**src/rtl/svd_pkg.sv**
```systemverilog
// shared constants of the supply-voltage detector control block
// Functional notes
// - detector powered only while enable bit set
// - reference-stable flag low until settled, gating events
// - direction bit: clear watches drops, set rises
// - equality with trip point counts as detection
// - four-bit level code selects sixteen trip points
// - code 1111 routes external trip input
// - crossing in chosen direction sets event flag
// - flag cannot set before settle interval ends
// - settle interval timed from independent timebase
// - read-only bandgap-stable flag reports reference state
// - flag and enable bit 2; global enable gates
// - detector keeps running in sleep, wakes device
// - any reset returns control register to off
package svd_pkg;

  localparam int SVD_ADDR_W = 4;
  localparam int SVD_DATA_W = 8;
  localparam int SVD_LEVEL_W = 4;
  localparam int SVD_SYNC_W = 4;

  // register offsets
  localparam logic [3:0] SVD_OFF_CTRL = 4'h0;
  localparam logic [3:0] SVD_OFF_IRQ_STAT = 4'h1;
  localparam logic [3:0] SVD_OFF_IRQ_CLR = 4'h2;
  localparam logic [3:0] SVD_OFF_IRQ_EN = 4'h3;
  localparam logic [3:0] SVD_OFF_CORE_IRQ = 4'h4;

  // voltage_detect_control field positions
  localparam int SVD_DIR_BIT = 7;
  localparam int SVD_BG_BIT = 6;
  localparam int SVD_REF_BIT = 5;
  localparam int SVD_EN_BIT = 4;
  localparam int SVD_LEVEL_LSB = 0;

  // interrupt register field positions
  localparam int SVD_FLAG_BIT = 2;
  localparam int SVD_GIE_BIT = 7;

  // value after reset and code of the external trip input
  localparam logic [7:0] SVD_CTRL_RESET = 8'h05;
  localparam logic [3:0] SVD_LEVEL_EXT = 4'hF;

  // settle interval in timebase ticks, not in clock cycles
  localparam int SVD_SETTLE_W = 16;
  localparam logic [15:0] SVD_SETTLE_TICKS = 16'h0014;

endpackage

```
**src/rtl/svd_sync2.sv**
```systemverilog
// two-flop synchroniser for asynchronous pins
`timescale 1ns/10ps
`default_nettype none
module svd_sync2
  import svd_pkg::*;
#(
  parameter int W = SVD_SYNC_W
) (
  input wire logic i_clk,
  input wire logic i_sys_rst,
  input wire logic [W-1:0] i_async,
  output logic [W-1:0] o_sync
);

  typedef struct packed {
    logic [W-1:0] meta;
    logic [W-1:0] sync;
  } svd_sync_s;

  svd_sync_s st_reg;
  svd_sync_s st_next;

  always_comb begin
    st_next.meta = i_async;
    st_next.sync = st_reg.meta;
  end

  always_ff @(posedge i_clk) begin
    if (i_sys_rst) begin
      st_reg <= '0;
    end else begin
      st_reg <= st_next;
    end
  end

  assign o_sync = st_reg.sync;

endmodule
`default_nettype wire

```
**src/rtl/svd_settle_timer.sv**
```systemverilog
// reference settle timer counting ticks of an independent timebase
`timescale 1ns/10ps
`default_nettype none
module svd_settle_timer
  import svd_pkg::*;
#(
  parameter logic [SVD_SETTLE_W-1:0] SETTLE_TICKS = SVD_SETTLE_TICKS
) (
  input wire logic i_clk,
  input wire logic i_sys_rst,
  input wire logic i_run,
  input wire logic i_tick_sync,
  output logic o_done
);

  typedef struct packed {
    logic tick_prev;
    logic [SVD_SETTLE_W-1:0] cnt;
    logic done;
  } svd_timer_s;

  svd_timer_s st_reg;
  svd_timer_s st_next;

  always_comb begin
    st_next = st_reg;
    st_next.tick_prev = i_tick_sync;
    if (!i_run) begin
      // every enable starts a fresh interval
      st_next.cnt = '0;
      st_next.done = 1'b0;
    end else if (!st_reg.done && i_tick_sync && !st_reg.tick_prev) begin
      if (st_reg.cnt >= SETTLE_TICKS - 1'b1) begin
        st_next.done = 1'b1;
      end else begin
        st_next.cnt = st_reg.cnt + 1'b1;
      end
    end
  end

  always_ff @(posedge i_clk) begin
    if (i_sys_rst) begin
      st_reg <= '0;
    end else begin
      st_reg <= st_next;
    end
  end

  assign o_done = st_reg.done;

endmodule
`default_nettype wire

```
**src/rtl/svd_ctrl.sv**
```systemverilog
// control, status and interrupt logic of the supply threshold detector
//
// Implementation choices: the plain strobed port and the register offsets.
`timescale 1ns/10ps
`default_nettype none
module svd_ctrl
  import svd_pkg::*;
#(
  parameter logic [SVD_SETTLE_W-1:0] SETTLE_TICKS = SVD_SETTLE_TICKS
) (
  input wire logic i_clk,
  input wire logic i_sys_rst,
  input wire logic [SVD_ADDR_W-1:0] i_addr,
  input wire logic [SVD_DATA_W-1:0] i_wdata,
  input wire logic i_wr,
  input wire logic i_rd,
  output logic [SVD_DATA_W-1:0] o_rdata,
  input wire logic i_cmp_at_or_above,
  input wire logic i_cmp_at_or_below,
  input wire logic i_bandgap_stable,
  input wire logic i_timebase_tick,
  input wire logic i_sleep,
  output logic o_detector_power_en,
  output logic [SVD_LEVEL_W-1:0] o_trip_level_code,
  output logic o_external_trip_sel,
  output logic o_crossing_direction_sel,
  output logic o_irq,
  output logic o_wake
);

  typedef struct packed {
    logic dir;
    logic en;
    logic [SVD_LEVEL_W-1:0] level;
    logic ext_sel;
    logic flag;
    logic irq_en;
    logic gie;
    logic [SVD_DATA_W-1:0] rdata;
    logic irq;
    logic wake;
  } svd_state_s;

  localparam svd_state_s SVD_ST_RESET = '{
    dir: SVD_CTRL_RESET[SVD_DIR_BIT],
    en: SVD_CTRL_RESET[SVD_EN_BIT],
    level: SVD_CTRL_RESET[SVD_LEVEL_LSB +: SVD_LEVEL_W],
    ext_sel: 1'b0,
    flag: 1'b0,
    irq_en: 1'b0,
    gie: 1'b0,
    rdata: 8'h00,
    irq: 1'b0,
    wake: 1'b0
  };

  svd_state_s st_reg;
  svd_state_s st_next;

  logic [SVD_SYNC_W-1:0] pins_sync;
  logic above_s;
  logic below_s;
  logic bg_s;
  logic tick_s;
  logic ref_stable;
  logic hit;
  logic event_set;

  svd_sync2 #(
    .W(SVD_SYNC_W)
  ) u_sync (
    .i_clk(i_clk),
    .i_sys_rst(i_sys_rst),
    .i_async({i_timebase_tick, i_bandgap_stable,
              i_cmp_at_or_below, i_cmp_at_or_above}),
    .o_sync(pins_sync)
  );

  assign above_s = pins_sync[0];
  assign below_s = pins_sync[1];
  assign bg_s = pins_sync[2];
  assign tick_s = pins_sync[3];

  svd_settle_timer #(
    .SETTLE_TICKS(SETTLE_TICKS)
  ) u_settle (
    .i_clk(i_clk),
    .i_sys_rst(i_sys_rst),
    .i_run(st_reg.en),
    .i_tick_sync(tick_s),
    .o_done(ref_stable)
  );

  // compose the readable view of a register
  function automatic logic [SVD_DATA_W-1:0] read_mux(
    input logic [SVD_ADDR_W-1:0] addr,
    input svd_state_s s,
    input logic bg,
    input logic refs
  );
    logic [SVD_DATA_W-1:0] v;
    v = '0;
    unique case (addr)
      SVD_OFF_CTRL: begin
        v[SVD_DIR_BIT] = s.dir;
        v[SVD_BG_BIT] = bg;
        v[SVD_REF_BIT] = refs;
        v[SVD_EN_BIT] = s.en;
        v[SVD_LEVEL_LSB +: SVD_LEVEL_W] = s.level;
      end
      SVD_OFF_IRQ_STAT: begin
        v[SVD_FLAG_BIT] = s.flag;
      end
      SVD_OFF_IRQ_EN: begin
        v[SVD_FLAG_BIT] = s.irq_en;
      end
      SVD_OFF_CORE_IRQ: begin
        v[SVD_GIE_BIT] = s.gie;
      end
      // clear register is write-only, unmapped reads as zero
      default: begin
        v = '0;
      end
    endcase
    return v;
  endfunction

  assign hit = st_reg.dir ? above_s : below_s;

  assign event_set = st_reg.en && ref_stable && hit;

  always_comb begin
    st_next = st_reg;

    if (i_wr) begin
      unique case (i_addr)
        SVD_OFF_CTRL: begin
          st_next.dir = i_wdata[SVD_DIR_BIT];
          st_next.en = i_wdata[SVD_EN_BIT];
          st_next.level = i_wdata[SVD_LEVEL_LSB +: SVD_LEVEL_W];
        end
        SVD_OFF_IRQ_CLR: begin
          if (i_wdata[SVD_FLAG_BIT]) begin
            st_next.flag = 1'b0;
          end
        end
        SVD_OFF_IRQ_EN: begin
          st_next.irq_en = i_wdata[SVD_FLAG_BIT];
        end
        SVD_OFF_CORE_IRQ: begin
          st_next.gie = i_wdata[SVD_GIE_BIT];
        end
        default: begin
          st_next.dir = st_reg.dir;
        end
      endcase
    end

    if (event_set) begin
      st_next.flag = 1'b1;
    end

    st_next.ext_sel = (st_next.level == SVD_LEVEL_EXT);

    st_next.irq = st_next.flag && st_next.irq_en && st_next.gie;

    // wake does not depend on interrupt enables
    st_next.wake = i_sleep && st_next.flag;

    // read data stand one cycle only
    if (i_rd) begin
      st_next.rdata = read_mux(i_addr, st_reg, bg_s, ref_stable);
    end else begin
      st_next.rdata = '0;
    end
  end

  always_ff @(posedge i_clk) begin
    if (i_sys_rst) begin
      st_reg <= SVD_ST_RESET;
    end else begin
      st_reg <= st_next;
    end
  end

  assign o_rdata = st_reg.rdata;
  assign o_detector_power_en = st_reg.en;
  assign o_trip_level_code = st_reg.level;
  assign o_external_trip_sel = st_reg.ext_sel;
  assign o_crossing_direction_sel = st_reg.dir;
  assign o_irq = st_reg.irq;
  assign o_wake = st_reg.wake;

endmodule
`default_nettype wire

```
**config.mk**
```make
export PLATFORM = sky130hd
export DESIGN_NAME = svd_ctrl
export DESIGN_NICKNAME = d
export VERILOG_FILES = /design/src/rtl/svd_pkg.sv /design/src/rtl/svd_sync2.sv /design/src/rtl/svd_settle_timer.sv /design/src/rtl/svd_ctrl.sv
export SDC_FILE = /design/constraint.sdc
export NUM_CORES = 1
export LEC_CHECK = 0
export BUFFER_PORTS_ARGS = -buffer_cell sky130_fd_sc_hd__buf_2
export CAP_MARGIN = 30
export CELL_PAD_IN_SITES_DETAIL_PLACEMENT = 0
export CELL_PAD_IN_SITES_GLOBAL_PLACEMENT = 1
export CORE_AREA = 2 2 69 71
export CTS_CLUSTER_DIAMETER = 40
export CTS_CLUSTER_SIZE = 25
export DETAILED_ROUTE_END_ITERATION = 6
export DIE_AREA = 0 0 71 73
export PLACE_DENSITY_LB_ADDON = 0.12
export SLEW_MARGIN = 25
export SYNTH_ARGS = -nofsm -noshare
export SYNTH_HDL_FRONTEND = slang
export SYNTH_SLANG_ARGS = --single-unit
export TNS_END_PERCENT = 30
```
**constraint.sdc**
```tcl
create_clock -name i_clk -period 2.14 [get_ports i_clk]
set_input_delay 0.107 -clock i_clk [delete_from_list [all_inputs] [get_ports i_clk]]
set_output_delay 0.107 -clock i_clk [all_outputs]
set_load 0.01 [all_outputs]
```
Word-level counts from Yosys, hierarchy flattened
Cells that the tools add are included.
{"block": "totals", "elab_cells": 54, "input_bits": 21, "output_inout_bits": 17, "ff_bits": 46}
{"block": "classes", "n_eq_ne": 5, "add_sub_neg": 1, "reduce_logical": 16, "magnitude_cmp": 1, "bitwise": 4, "muxes": 11}
{"op": "$add A16 B1 Y16 const B", "n": 1}
{"op": "$ge A16 B5 Y1 const B", "n": 1}
{"op": "$eq A4 B2 Y1 const B", "n": 2}
{"op": "$mux W4", "n": 2}
{"op": "$logic_and A1 B1 Y1", "n": 7}
{"op": "$mux W1", "n": 6}
{"op": "$reduce_and A2 Y1", "n": 3}
{"op": "$eq A4 B1 Y1 const B", "n": 1}
{"op": "$eq A4 B3 Y1 const B", "n": 1}
{"op": "$eq A4 B4 Y1 const B", "n": 1}
{"op": "$logic_not A4 Y1", "n": 1}
{"op": "$not A1 Y1", "n": 4}
{"op": "$reduce_or A2 Y1", "n": 2}
{"op": "$mux W3", "n": 1}
{"op": "$pmux W1 S3", "n": 1}
{"op": "$reduce_or A3 Y1", "n": 1}
{"op": "$logic_not A1 Y1", "n": 2}
{"op": "$pmux W1 S2", "n": 1}

Logic depth before layout (Yosys ltp)
Gate-level depths: netlist of run 1.
{"block": "depth", "word_depth": 6, "ltp_mapped": 5, "depth_no_buf": 5}

Hierarchy
From an unflattened synthesis of run 1, not the netlist that was laid out.
{"block": "hier_totals", "hier_cells": 168, "area_unflattened_um2": 1727.9}
{"module": "svd_ctrl", "instances": 1, "cells_per_inst": 84, "seq_area_each_um2": 400.4, "area_each_um2": 843.3}
{"module": "svd_settle_timer", "instances": 1, "cells_per_inst": 68, "seq_area_each_um2": 360.3, "area_each_um2": 674.4}
{"module": "svd_sync2", "instances": 1, "cells_per_inst": 16, "seq_area_each_um2": 160.2, "area_each_um2": 210.2}

Worst setup path before layout of run 1
No wires, ideal clock.
{"block": "synth_path", "path_type": "register to register", "start": "reg u_settle.st_reg[1] (netlist name)", "end": "reg u_settle.st_reg[4] (netlist name)", "path_slack_ps": 513, "arrival_time_ps": 1558, "n_path_buf": 0, "setup_ps": 70, "stages_incl_launch_ff": 6, "synth_period_minus_slack_ps": 1627, "required_ps": 2070, "path_cell_list": "dfxtp_1 ha_1 o31ai_4 nand4_4 or4_1 a21oi_1"}
{"block": "synth_between", "elab_chain_len": 3, "word_cells_on_any_way": 4, "classes_between": "add/sub (1); order compare (1); bitwise (1); reduce/logical (1)"}
{"item": "start, declared", "line_no": "svd_settle_timer.sv:22", "source": "svd_timer_s st_reg;"}
{"item": "start signal, assigned", "line_no": "svd_settle_timer.sv:45", "source": "st_reg <= st_next;"}
{"item": "$ge A16 B5 Y1", "line_no": "svd_settle_timer.sv:33", "source": "if (st_reg.cnt >= SETTLE_TICKS - 1'b1) begin"}
{"item": "$not A1 Y1 (no line)"}
{"item": "$reduce_and A2 Y1 (no line)"}
Parallel ways exist; a longest one is shown, timed or not.
A chain may end at the register's enable or synchronous reset.

Worst setup path in the final report of run 1
Ends and elaborated chain as after synthesis.

==> impl.org, run 1 <==
** Status
- The flow ran to the end, and the final reports show no timing, DRC or antenna violations.

** Worst setup path
- Among cell families on the critical path, the largest total delay comes from simple AND/OR/NAND/NOR gates.
- The largest single stage delay on the critical path is 0.55 ns.
- Reg2Reg Launch Point :: u_settle.st_reg[1]
- Worst Path Arrival :: 2.00 ns
- Slowest cell on the critical path :: sky130_fd_sc_hd__or4_1
- Walking the worst path, the cells encountered are ha_1 > o31ai_4 > nand4_4 > or4_1 > a21oi_1.
- The worst setup path is launched from a register.
- Start-to-end type of the worst setup path :: reg2reg
- Number of buffer and inverter stages on the critical path :: 0
- For flop-to-flop paths, the worst setup slack is 0.37 ns.
- The endpoint identified for the worst register-to-register timing path is u_settle.st_reg[4].
- Maximum fanout count along the critical path :: 10
- Endpoint kind of the worst setup timing path :: register
- Worst Reg2Reg Path Length in Cells :: 5
- At the worst endpoint, the required time is 2.37 ns.

** CTS
- TritonCTS clock tree :: done
- CTS-repair resized insts :: 0
- Clock-pin slew was measured on the worst setup and hold paths at 0.08 ns.
- Max clock buf depth :: 2
- The clock net in this run drives a total of 46 sinks.
- For the worst-skew pair, the clock arrives at the later sink with an insertion delay of 0.29 ns.
- TritonCTS buffer count :: 5
- The tree is rooted in a sky130_fd_sc_hd__clkbuf_8.
- H-Tree Level Count :: 2

** Global route
- Wire length of the first global-routing pass :: 4905 µm
- For this run the aggregate overflow at the end of global routing stands at 0.
- Largest net degree at the start of global routing :: 24
- The number of antenna violations at the first check in global routing was 0.
- The number of global-route vias before repair came to 1,139.
- Across every metal layer, demand over resource in global routing totals 12.31%.

** Pwr
- Internal power of the cells :: 1.240 mW
- For this design the static power due to leakage is 0.8509 nW.
- Per report_power, the combinational group accounts for 3.7% of the total.
- Of the total power, the share spent switching nets is 20.35%.
- PD cells :: 787.8 nW/µm²
- The worst-case IR drop observed on VDD is 0.3472 mV.
- Sequential cells burn a little under three fifths of the power.
- Relative contribution of the clock network to total power :: 40.5%
- Summed over all nets, the switching power comes to roughly 320 µW.

** Placement
- The HPWL after detailed placement is 2186 µm.
- Weighted congestion reported at the end of routability-driven placement :: 0.8376
- Quantity of I/O buffers inserted on ports :: 35
- Post-Place Cells :: 235
- Timing analysis after detailed placement gives a worst setup slack of 0.3723 ns.

** Logic synthesis
- Counting distinct cell types in the post-synthesis netlist gives 37.
- EDFF count, synth :: 0
- Cell count after synthesis :: 160
- Yosys warns :: 0
- Of the synthesized area, sequential elements account for 53.96%.
- The most used flip-flop cell after synthesis is sky130_fd_sc_hd__dfxtp_1.
- Dividing the synthesized area by the synthesized cell count gives 10.67 µm².
- Post-synthesis sequential element count :: 46
- Synthesized net count :: between 150 and 200
- Synth Cell Area :: about 1700 µm²
- For this run, asynchronously set or reset flops after synthesis account for 0%.

** Worst hold path
- Worst Hold End :: u_sync.st_next[1]
- The worst hold path begins at i_cmp_at_or_below.
- Worst hold path class :: in2reg
- Hold Path Stages :: 2

** Final layout
- Number of flip-flops under the largest register name :: 17
- Count of antenna diodes in the layout :: 0
- Area added between synthesis and finish :: 15.76%
- The post-route netlist has between 20 and 30% of its cells at a drive strength greater than 1.
- Highest-count cells in the layout ignoring fill and taps :: sky130_fd_sc_hd__dfxtp_1, sky130_fd_sc_hd__buf_2, sky130_fd_sc_hd__and2_1, sky130_fd_sc_hd__nor2_1, sky130_fd_sc_hd__nor2b_1
- Leaving out filler cells and counting taps, the final layout contains 244.
- Total number of nets in the final design :: 211
- Most frequent standard cell in the layout excluding fill and tap cells :: sky130_fd_sc_hd__dfxtp_1

** Floorplanning
- Measured along the x axis, the die boundary spans 71 µm.
- The floorplan step set the die height to 73 µm.
- Std cell rows :: 25
- The die covers between 5000 and 6000 µm².
- Starting density of the core :: between 30 and 40%
- Number of ports placed on the die boundary :: 38
- Placeable core region :: 4536 µm²

** Timing
- Post-layout min period :: 1.771 ns
- Achievable frequency :: 0.5645 GHz
- Summed over all failing endpoints, the final setup total negative slack is 0 ns.
- Setup repair after global routing missed its margin :: false
- After layout, the worst path uses 82.78% of the clock period.
- Final Max Slew Viols :: 0
- Final count of negative-setup-slack endpoints :: 0
- The number of hold-slack violations in the final timing report is 0.
- Across all setup checks in the final design, the least slack found is 0.3686 ns.
- Clock tree skew after final layout :: 0.005299 ns
- At the pin with the least slew margin, the transition time is roughly 0.41 ns.
- The worst pin sits at a relative slew slack of 72.53%.

** Routing
- In this run, the number of DRC markers left after iteration 0 of detailed routing was 38.
- After detailed routing, the number of remaining DRC violations is 0.
- Number of vias in the routed layout :: 1,187
- Residual antenna-violating net count after detailed routing :: 0
- In the final routed layout, each cell accounts on average for 12.09 µm.
- For this block, the routed nets add up to around 3000 µm of wire.
- Vias per inst :: 4.865
- The first TritonRoute pass finished after 4 iterations.

** Run
- The tool flagged a number of max-cap violations equal to 0.
[Yosys cell counts, types with 2 or more instances]
master,instances,area share [%]
sky130_fd_sc_hd__o31ai_1,3,1.3
sky130_fd_sc_hd__nor4_4,2,2.5
sky130_fd_sc_hd__or3_1,2,0.73
sky130_fd_sc_hd__inv_1,4,0.88
sky130_fd_sc_hd__nand4_1,2,0.73
sky130_fd_sc_hd__a211o_1,2,1.0
sky130_fd_sc_hd__nor4b_1,2,1.0
sky130_fd_sc_hd__o21ai_0,2,0.59
sky130_fd_sc_hd__clkbuf_1,3,0.66
sky130_fd_sc_hd__buf_4,12,5.3
sky130_fd_sc_hd__nor2b_1,11,4.0
sky130_fd_sc_hd__and2_1,17,6.2
sky130_fd_sc_hd__nor3_1,2,0.59
sky130_fd_sc_hd__and3_1,2,0.73
sky130_fd_sc_hd__a21oi_1,5,1.5
sky130_fd_sc_hd__or4_1,2,0.88
sky130_fd_sc_hd__nand2_1,4,0.88
sky130_fd_sc_hd__mux2i_1,6,3.5
sky130_fd_sc_hd__dfxtp_1,46,54
sky130_fd_sc_hd__nand3_1,4,1.2
sky130_fd_sc_hd__nor2_1,11,2.4
[through the flow]
| step | hold slack, ns | power [mW] | cell area (µm²) | util, % |
|---|---|---|---|---|
| 6_report | 0.02248 | 1.556 | 1976 | 43.56 |
| 4_1_cts | 0.01396 | 1.580 | 1976 | 43.56 |
| 3_5_place_dp | 0.3177 | 0.9457 | 1856 | 40.91 |
| 3_3_place_gp | 0.3132 | 0.9440 | 1856 | 40.91 |
| 2_1_floorplan | 0.2287 | 0.9170 | 1707 | - |
| 5_1_grt | 0.02667 | 1.622 | 1976 | 43.56 |
[worst max-delay path by stage]
stage / cells past startpoint / endpoint / slack, ns / startpoint
final: 5 / u_settle.st_reg[4] / 0.37 / u_settle.st_reg[1]
after global routing: 5 / u_settle.st_reg[4] / 0.29 / u_settle.st_reg[1]
after CTS: 5 / u_settle.st_reg[4] / 0.35 / u_settle.st_reg[1]
after detailed placement: 5 / u_settle.st_reg[4] / 0.37 / u_settle.st_reg[1]
after global placement: 5 / u_settle.st_reg[4] / 0.44 / u_settle.st_reg[1]
after floorplan: 5 / u_settle.st_reg[4] / 0.51 / u_settle.st_reg[1]
[routing by layer]
| layer | part of all wire [%] | routed length (µm) | GRT usage [%] |
|---|---|---|---|
| met4 | 1.1 | 33 | 5.031 |
| met2 | 49 | 1457 | 20.56 |
| met3 | 5.2 | 153 | 4.558 |
| met5 | 0 | 0 | 0 |
| met1 | 44 | 1306 | 14.34 |
[repair_timing]
item | 4_1_cts | 5_1_grt
setup buffers | 0 | 0
endpoints found under the hold margin | 1 | 0
hold buffers | 1 | 0
[area by class of cell]
| cell class | count | area [µm²] |
|---|---|---|
| Fill cell | 421 | 2560 |
| Sequential cell | 46 | 920.9 |
| Multi-Input combinational cell | 95 | 669.4 |
| Timing Repair Buffer | 37 | 192.7 |
| Clock buffer | 6 | 72.57 |
| Tap cell | 54 | 67.56 |
| Clock inverter | 2 | 37.54 |
| Inverter | 4 | 15.01 |
[cells by family (layout without fill, tap and decap cells)]
logic type | after synthesis | after routing | share of synthesized area (%)
adder cells (fa/ha/maj) | 1 | 1 | 0.7330
multiplexers | 7 | 7 | 4.179
AO/OA/AOI/OAI | 20 | 20 | 8.945
AND/OR/NAND/NOR | 67 | 67 | 25.37
flip-flops | 46 | 46 | 53.96
buffers and inverters | 19 | 49 | 6.818
[power by group through the flow]
| stage | Clock, mW | Sequential [mW] | Combinational (mW) |
|---|---|---|---|
| finish | 0.630 | 0.869 | 0.0570 |
| global route | 0.688 | 0.871 | 0.0642 |
| CTS | 0.653 | 0.869 | 0.0579 |
| detailed placement | 0 | 0.889 | 0.0563 |
| global placement | 0 | 0.889 | 0.0549 |
| floorplan | 0 | 0.888 | 0.0286 |
Power figures use the tool's default switching activity.
==> run 2, diff against run 1 <==
--- a/config.mk
+++ b/config.mk
@@ -9,11 +9,11 @@
 export CAP_MARGIN = 30
 export CELL_PAD_IN_SITES_DETAIL_PLACEMENT = 0
 export CELL_PAD_IN_SITES_GLOBAL_PLACEMENT = 1
-export CORE_AREA = 2 2 69 71
+export CORE_AREA = 2 2 72 74
 export CTS_CLUSTER_DIAMETER = 40
 export CTS_CLUSTER_SIZE = 25
 export DETAILED_ROUTE_END_ITERATION = 6
-export DIE_AREA = 0 0 71 73
+export DIE_AREA = 0 0 74 76
 export PLACE_DENSITY_LB_ADDON = 0.12
 export SLEW_MARGIN = 25
 export SYNTH_ARGS = -nofsm -noshare
==> constraint.sdc (replaced) <==
create_clock -name i_clk -period 1.45 [get_ports i_clk]
set_input_delay 0.0725 -clock i_clk [delete_from_list [all_inputs] [get_ports i_clk]]
set_output_delay 0.0725 -clock i_clk [all_outputs]
set_load 0.01 [all_outputs]
==> impl.org, run 2 (synthesis gave the netlist of run 1 again) <==
** Floorplanning
- The effective utilization at floorplan is 34.74% (-2.9 points).
- Placeable core region :: 4912 µm² (+8.3%)
- DIE HEIGHT :: 76 µm (+4.1%)
- The number of primary I/O pins is 38 (unchanged).
- Total Die Area :: 5624 µm² (+8.5%)
- Std cell rows :: 26 (+4.0%)
- Die W :: 74 µm (+4.2%)

** Timing
- The transition at the pin with the smallest max-transition slack was 0.4617 ns (+0.05541 ns).
- Portion of the clock cycle consumed by the worst path in the final layout :: 107.7% (+25 points)
- The shortest period the worst path allows came to 1.562 ns (-0.2096 ns).
- The total negative slack came to -0.2554 ns (-0.2554 ns).
- The final worst clock skew was 0.005114 ns (-0.0001849 ns).
- Setup repair after global routing could not meet its margin everywhere.
- Final count of negative-setup-slack endpoints :: 3 (+3)
- Tightest slew margin relative to the limit :: 68.82% (-3.7 points)
- The final worst slack is -0.1117 ns (-0.4804 ns).
- The number of hold-slack violations in the final timing report is 0 (unchanged).
- The max-slew violation total from the final report came to 0 (unchanged).
- The highest achievable clock rate came to 0.6403 GHz (+13%).

** Worst setup path
- Endpoint kind of the worst setup timing path :: register
- Maximum fanout count along the critical path :: 4 (-6)
- Worst Setup Start Kind :: register
- The slowest stage of the critical path is the sky130_fd_sc_hd__or4_4 cell.
- Broken down by cell family, the worst path's largest delay share belongs to simple AND/OR/NAND/NOR gates.
- Walking the worst path, the cells encountered are ha_4 > o31ai_4 > nand4_4 > or4_4 > a21oi_2.
- Worst Path Required :: 1.68 ns (-0.69 ns)
- Worst Path Arrival :: 1.80 ns (-0.20 ns)
- By startpoint and endpoint, the worst setup path is classified as reg2reg.
- Number of buffer and inverter stages on the critical path :: 0 (unchanged)
- The maximum cell stage delay along the critical path came to 0.54 ns (about the same).

** Placement
- Quantity of I/O buffers inserted on ports :: 35 (unchanged)
- Placed wire-length estimate after detailed placement :: 2349 µm (+7.5%)
- Pre-CTS worst setup slack :: -0.1535 ns (-0.5257 ns)
- The placer congestion estimate is 0.7085 (-15%).
- The total cell area at the placement stage came to 1976 µm² (+6.5%).
- Post-Place Cells :: 264 (+12%)

** Final layout
- The number of flip-flops in the largest register was 17 (unchanged).
- Cell Count, Final, Fillers Out :: 277 (+14%)
- The total non-filler cell area in the finished layout is 2133 µm² (+8.0%).
- The area of all sequential standard cells was 924.6 µm² (+0.41%).
- Area of the multi-input gates :: 689.4 µm² (+3.0%)
- Most frequent standard cell in the layout excluding fill and tap cells :: sky130_fd_sc_hd__dfxtp_1
- Total number of nets in the final design :: 228 (+8.1%)
- The fraction of layout cells with a size suffix above 1 came to 32.85% (+7.1 points).
- Count of antenna diodes in the layout :: 0 (unchanged)
- Layout filler cell count :: 495 (+18%)
- Relative to the synthesized area, the layout overhead comes to 25.00%.
- Highest-count cells in the layout ignoring fill and taps :: sky130_fd_sc_hd__dfxtp_1, sky130_fd_sc_hd__buf_2, sky130_fd_sc_hd__and2_1, sky130_fd_sc_hd__buf_4

** Global route
- The global routing usage on met2 is 20.00% (-0.56 points).
- Number of global-route vias before repair :: 1,240 (+8.9%)
- The met3 global-route usage was 3.571% (-0.99 points).
- Top Usage Layer GRT :: met2
- The total grt overflow came to 0 (unchanged).
- The wire length of the first global-routing pass is 5589 µm (+14%).
- Initial antenna violation count :: 0 (unchanged)
- The overall routing resource usage came to 12.83% (+0.52 points).
- Met1 track demand over resource in global routing :: 16.89% (+2.6 points)
- The pin count of the biggest net entering global routing came to 23 (-4.2%).

** Status
- The flow ran to the end, but the final reports show violations.
- The final reports fail on negative setup slack.

** Run
- Max-cap check violation count :: 0 (unchanged)

** Pwr
- PD cells :: 1005 nW/µm² (+28%)
- Maximum vdd drop :: 0.5365 mV (+55%)
- The total chip power is 2.143 mW (+38%).
- The standby leakage power came to 0.9275 nW (+9.0%).

** Worst hold path
- The tightest min-delay check is of the in2reg type.

** Routing
- The length of the first detailed-routing pass in iterations is 4 (unchanged).
- The wire length reported by the detailed router was 3307 µm (+12%).
- Number of vias in the routed layout :: 1,220 (+2.8%)
- DRC errors left :: 0 (unchanged)
- Vias per inst :: 4.404 (-9.5%)
- The number of nets with antenna violations after detailed routing was 0 (unchanged).
- Drt first-iter violations :: 31 (-18%)
- The detail-routed net length per standard cell was 11.94 µm (-1.3%).

** CTS
- The CTS H-tree depth is 2 (unchanged).
- The root buffer cell chosen for the clock tree is sky130_fd_sc_hd__clkbuf_8.
- Clock network latency to the later pin of the worst-skew pair :: 0.29 ns (about the same)
- The maximum clock insertion buffer count came to 2 (unchanged).
- TritonCTS clock tree :: done
- TritonCTS buffer count :: 5 (unchanged)
- # Post-CTS Setup Buffers :: 0 (unchanged)
- Clock sink count :: 46 (unchanged)
- The clock-pin slew reported for the worst setup and hold paths after clock tree synthesis came to 0.08 ns (about the same).
-- run 2: cell types whose count changed in the layout (fill, tap and decap cells not counted), moves of 3 or more --
| cell | delta |
|---|---|
| sky130_fd_sc_hd__dfxtp_2 | +3 |
| sky130_fd_sc_hd__buf_4 | +13 |
| sky130_fd_sc_hd__dlygate4sd3_1 | +4 |
| sky130_fd_sc_hd__dfxtp_1 | -3 |
-- run 2: repair_timing --
action | CTS | global route
hold buffers | 5 | 0
setup endpoints to repair | 3 | 4
pin swaps | 0 | 3
hold endpoints to repair | 5 | 0
resized for setup | 5 | 1
-- run 2: final cells by class --
class / instances / share of cell area [%]
Clock buffer: 6 / 3.402
Clock inverter: 2 / 0.6452
Inverter: 4 / 0.7038
Multi-Input combinational cell: 95 / 32.32
Sequential cell: 46 / 43.34
Tap cell: 70 / 4.106
Timing Repair Buffer: 54 / 15.48
-- run 2: power breakdown --
group          switching [mW]  total [mW]  internal (mW)
clock network           0.420       0.760          0.340
logic                  0.0484       0.101         0.0521
registers             0.00597        1.28           1.28
total                   0.474        2.14           1.67
-- run 2: final timing paths --
| path | depth (start not counted) | slack [ns] | endpoint | startpoint |
|---|---|---|---|---|
| setup / recovery | 5 | -0.11 | u_settle.st_reg[4] | u_settle.st_reg[2] |
| hold / removal | 3 | 0.02 | o_trip_level_code[1] | i_wdata[1] |
| setup reg to reg | 5 | -0.11 | u_settle.st_reg[4] | u_settle.st_reg[2] |
| hold reg to reg | 1 | 0.45 | u_sync.o_sync[1] | u_sync.st_next[1] |
-- run 2: per-layer routing --
layer  vias up  part of all wire, %
li1        629                    -
met1       561                   50
met2        26                   45
met3         4                  3.9
met4         0                  1.1
met5         -                    0
-- run 2: through the flow --
stage | hold slack [ns] | util (%)
2_1_floorplan | 0.1942 | -
5_1_grt | 0.03073 | 43.43
4_1_cts | 0.02152 | 43.40
3_3_place_gp | 0.2757 | 40.22
6_report | 0.02383 | 43.43
3_5_place_dp | 0.2877 | 40.22
-- run 2: worst reg2reg max path, delay by kind of cell, from the launching register on --
family / cells / cell delay, ns
AND/OR/NAND/NOR: 2 / 0.66
adder cells (fa/ha/maj): 1 / 0.16
flip-flops: 1 / 0.34
AO/OA/AOI/OAI: 2 / 0.34
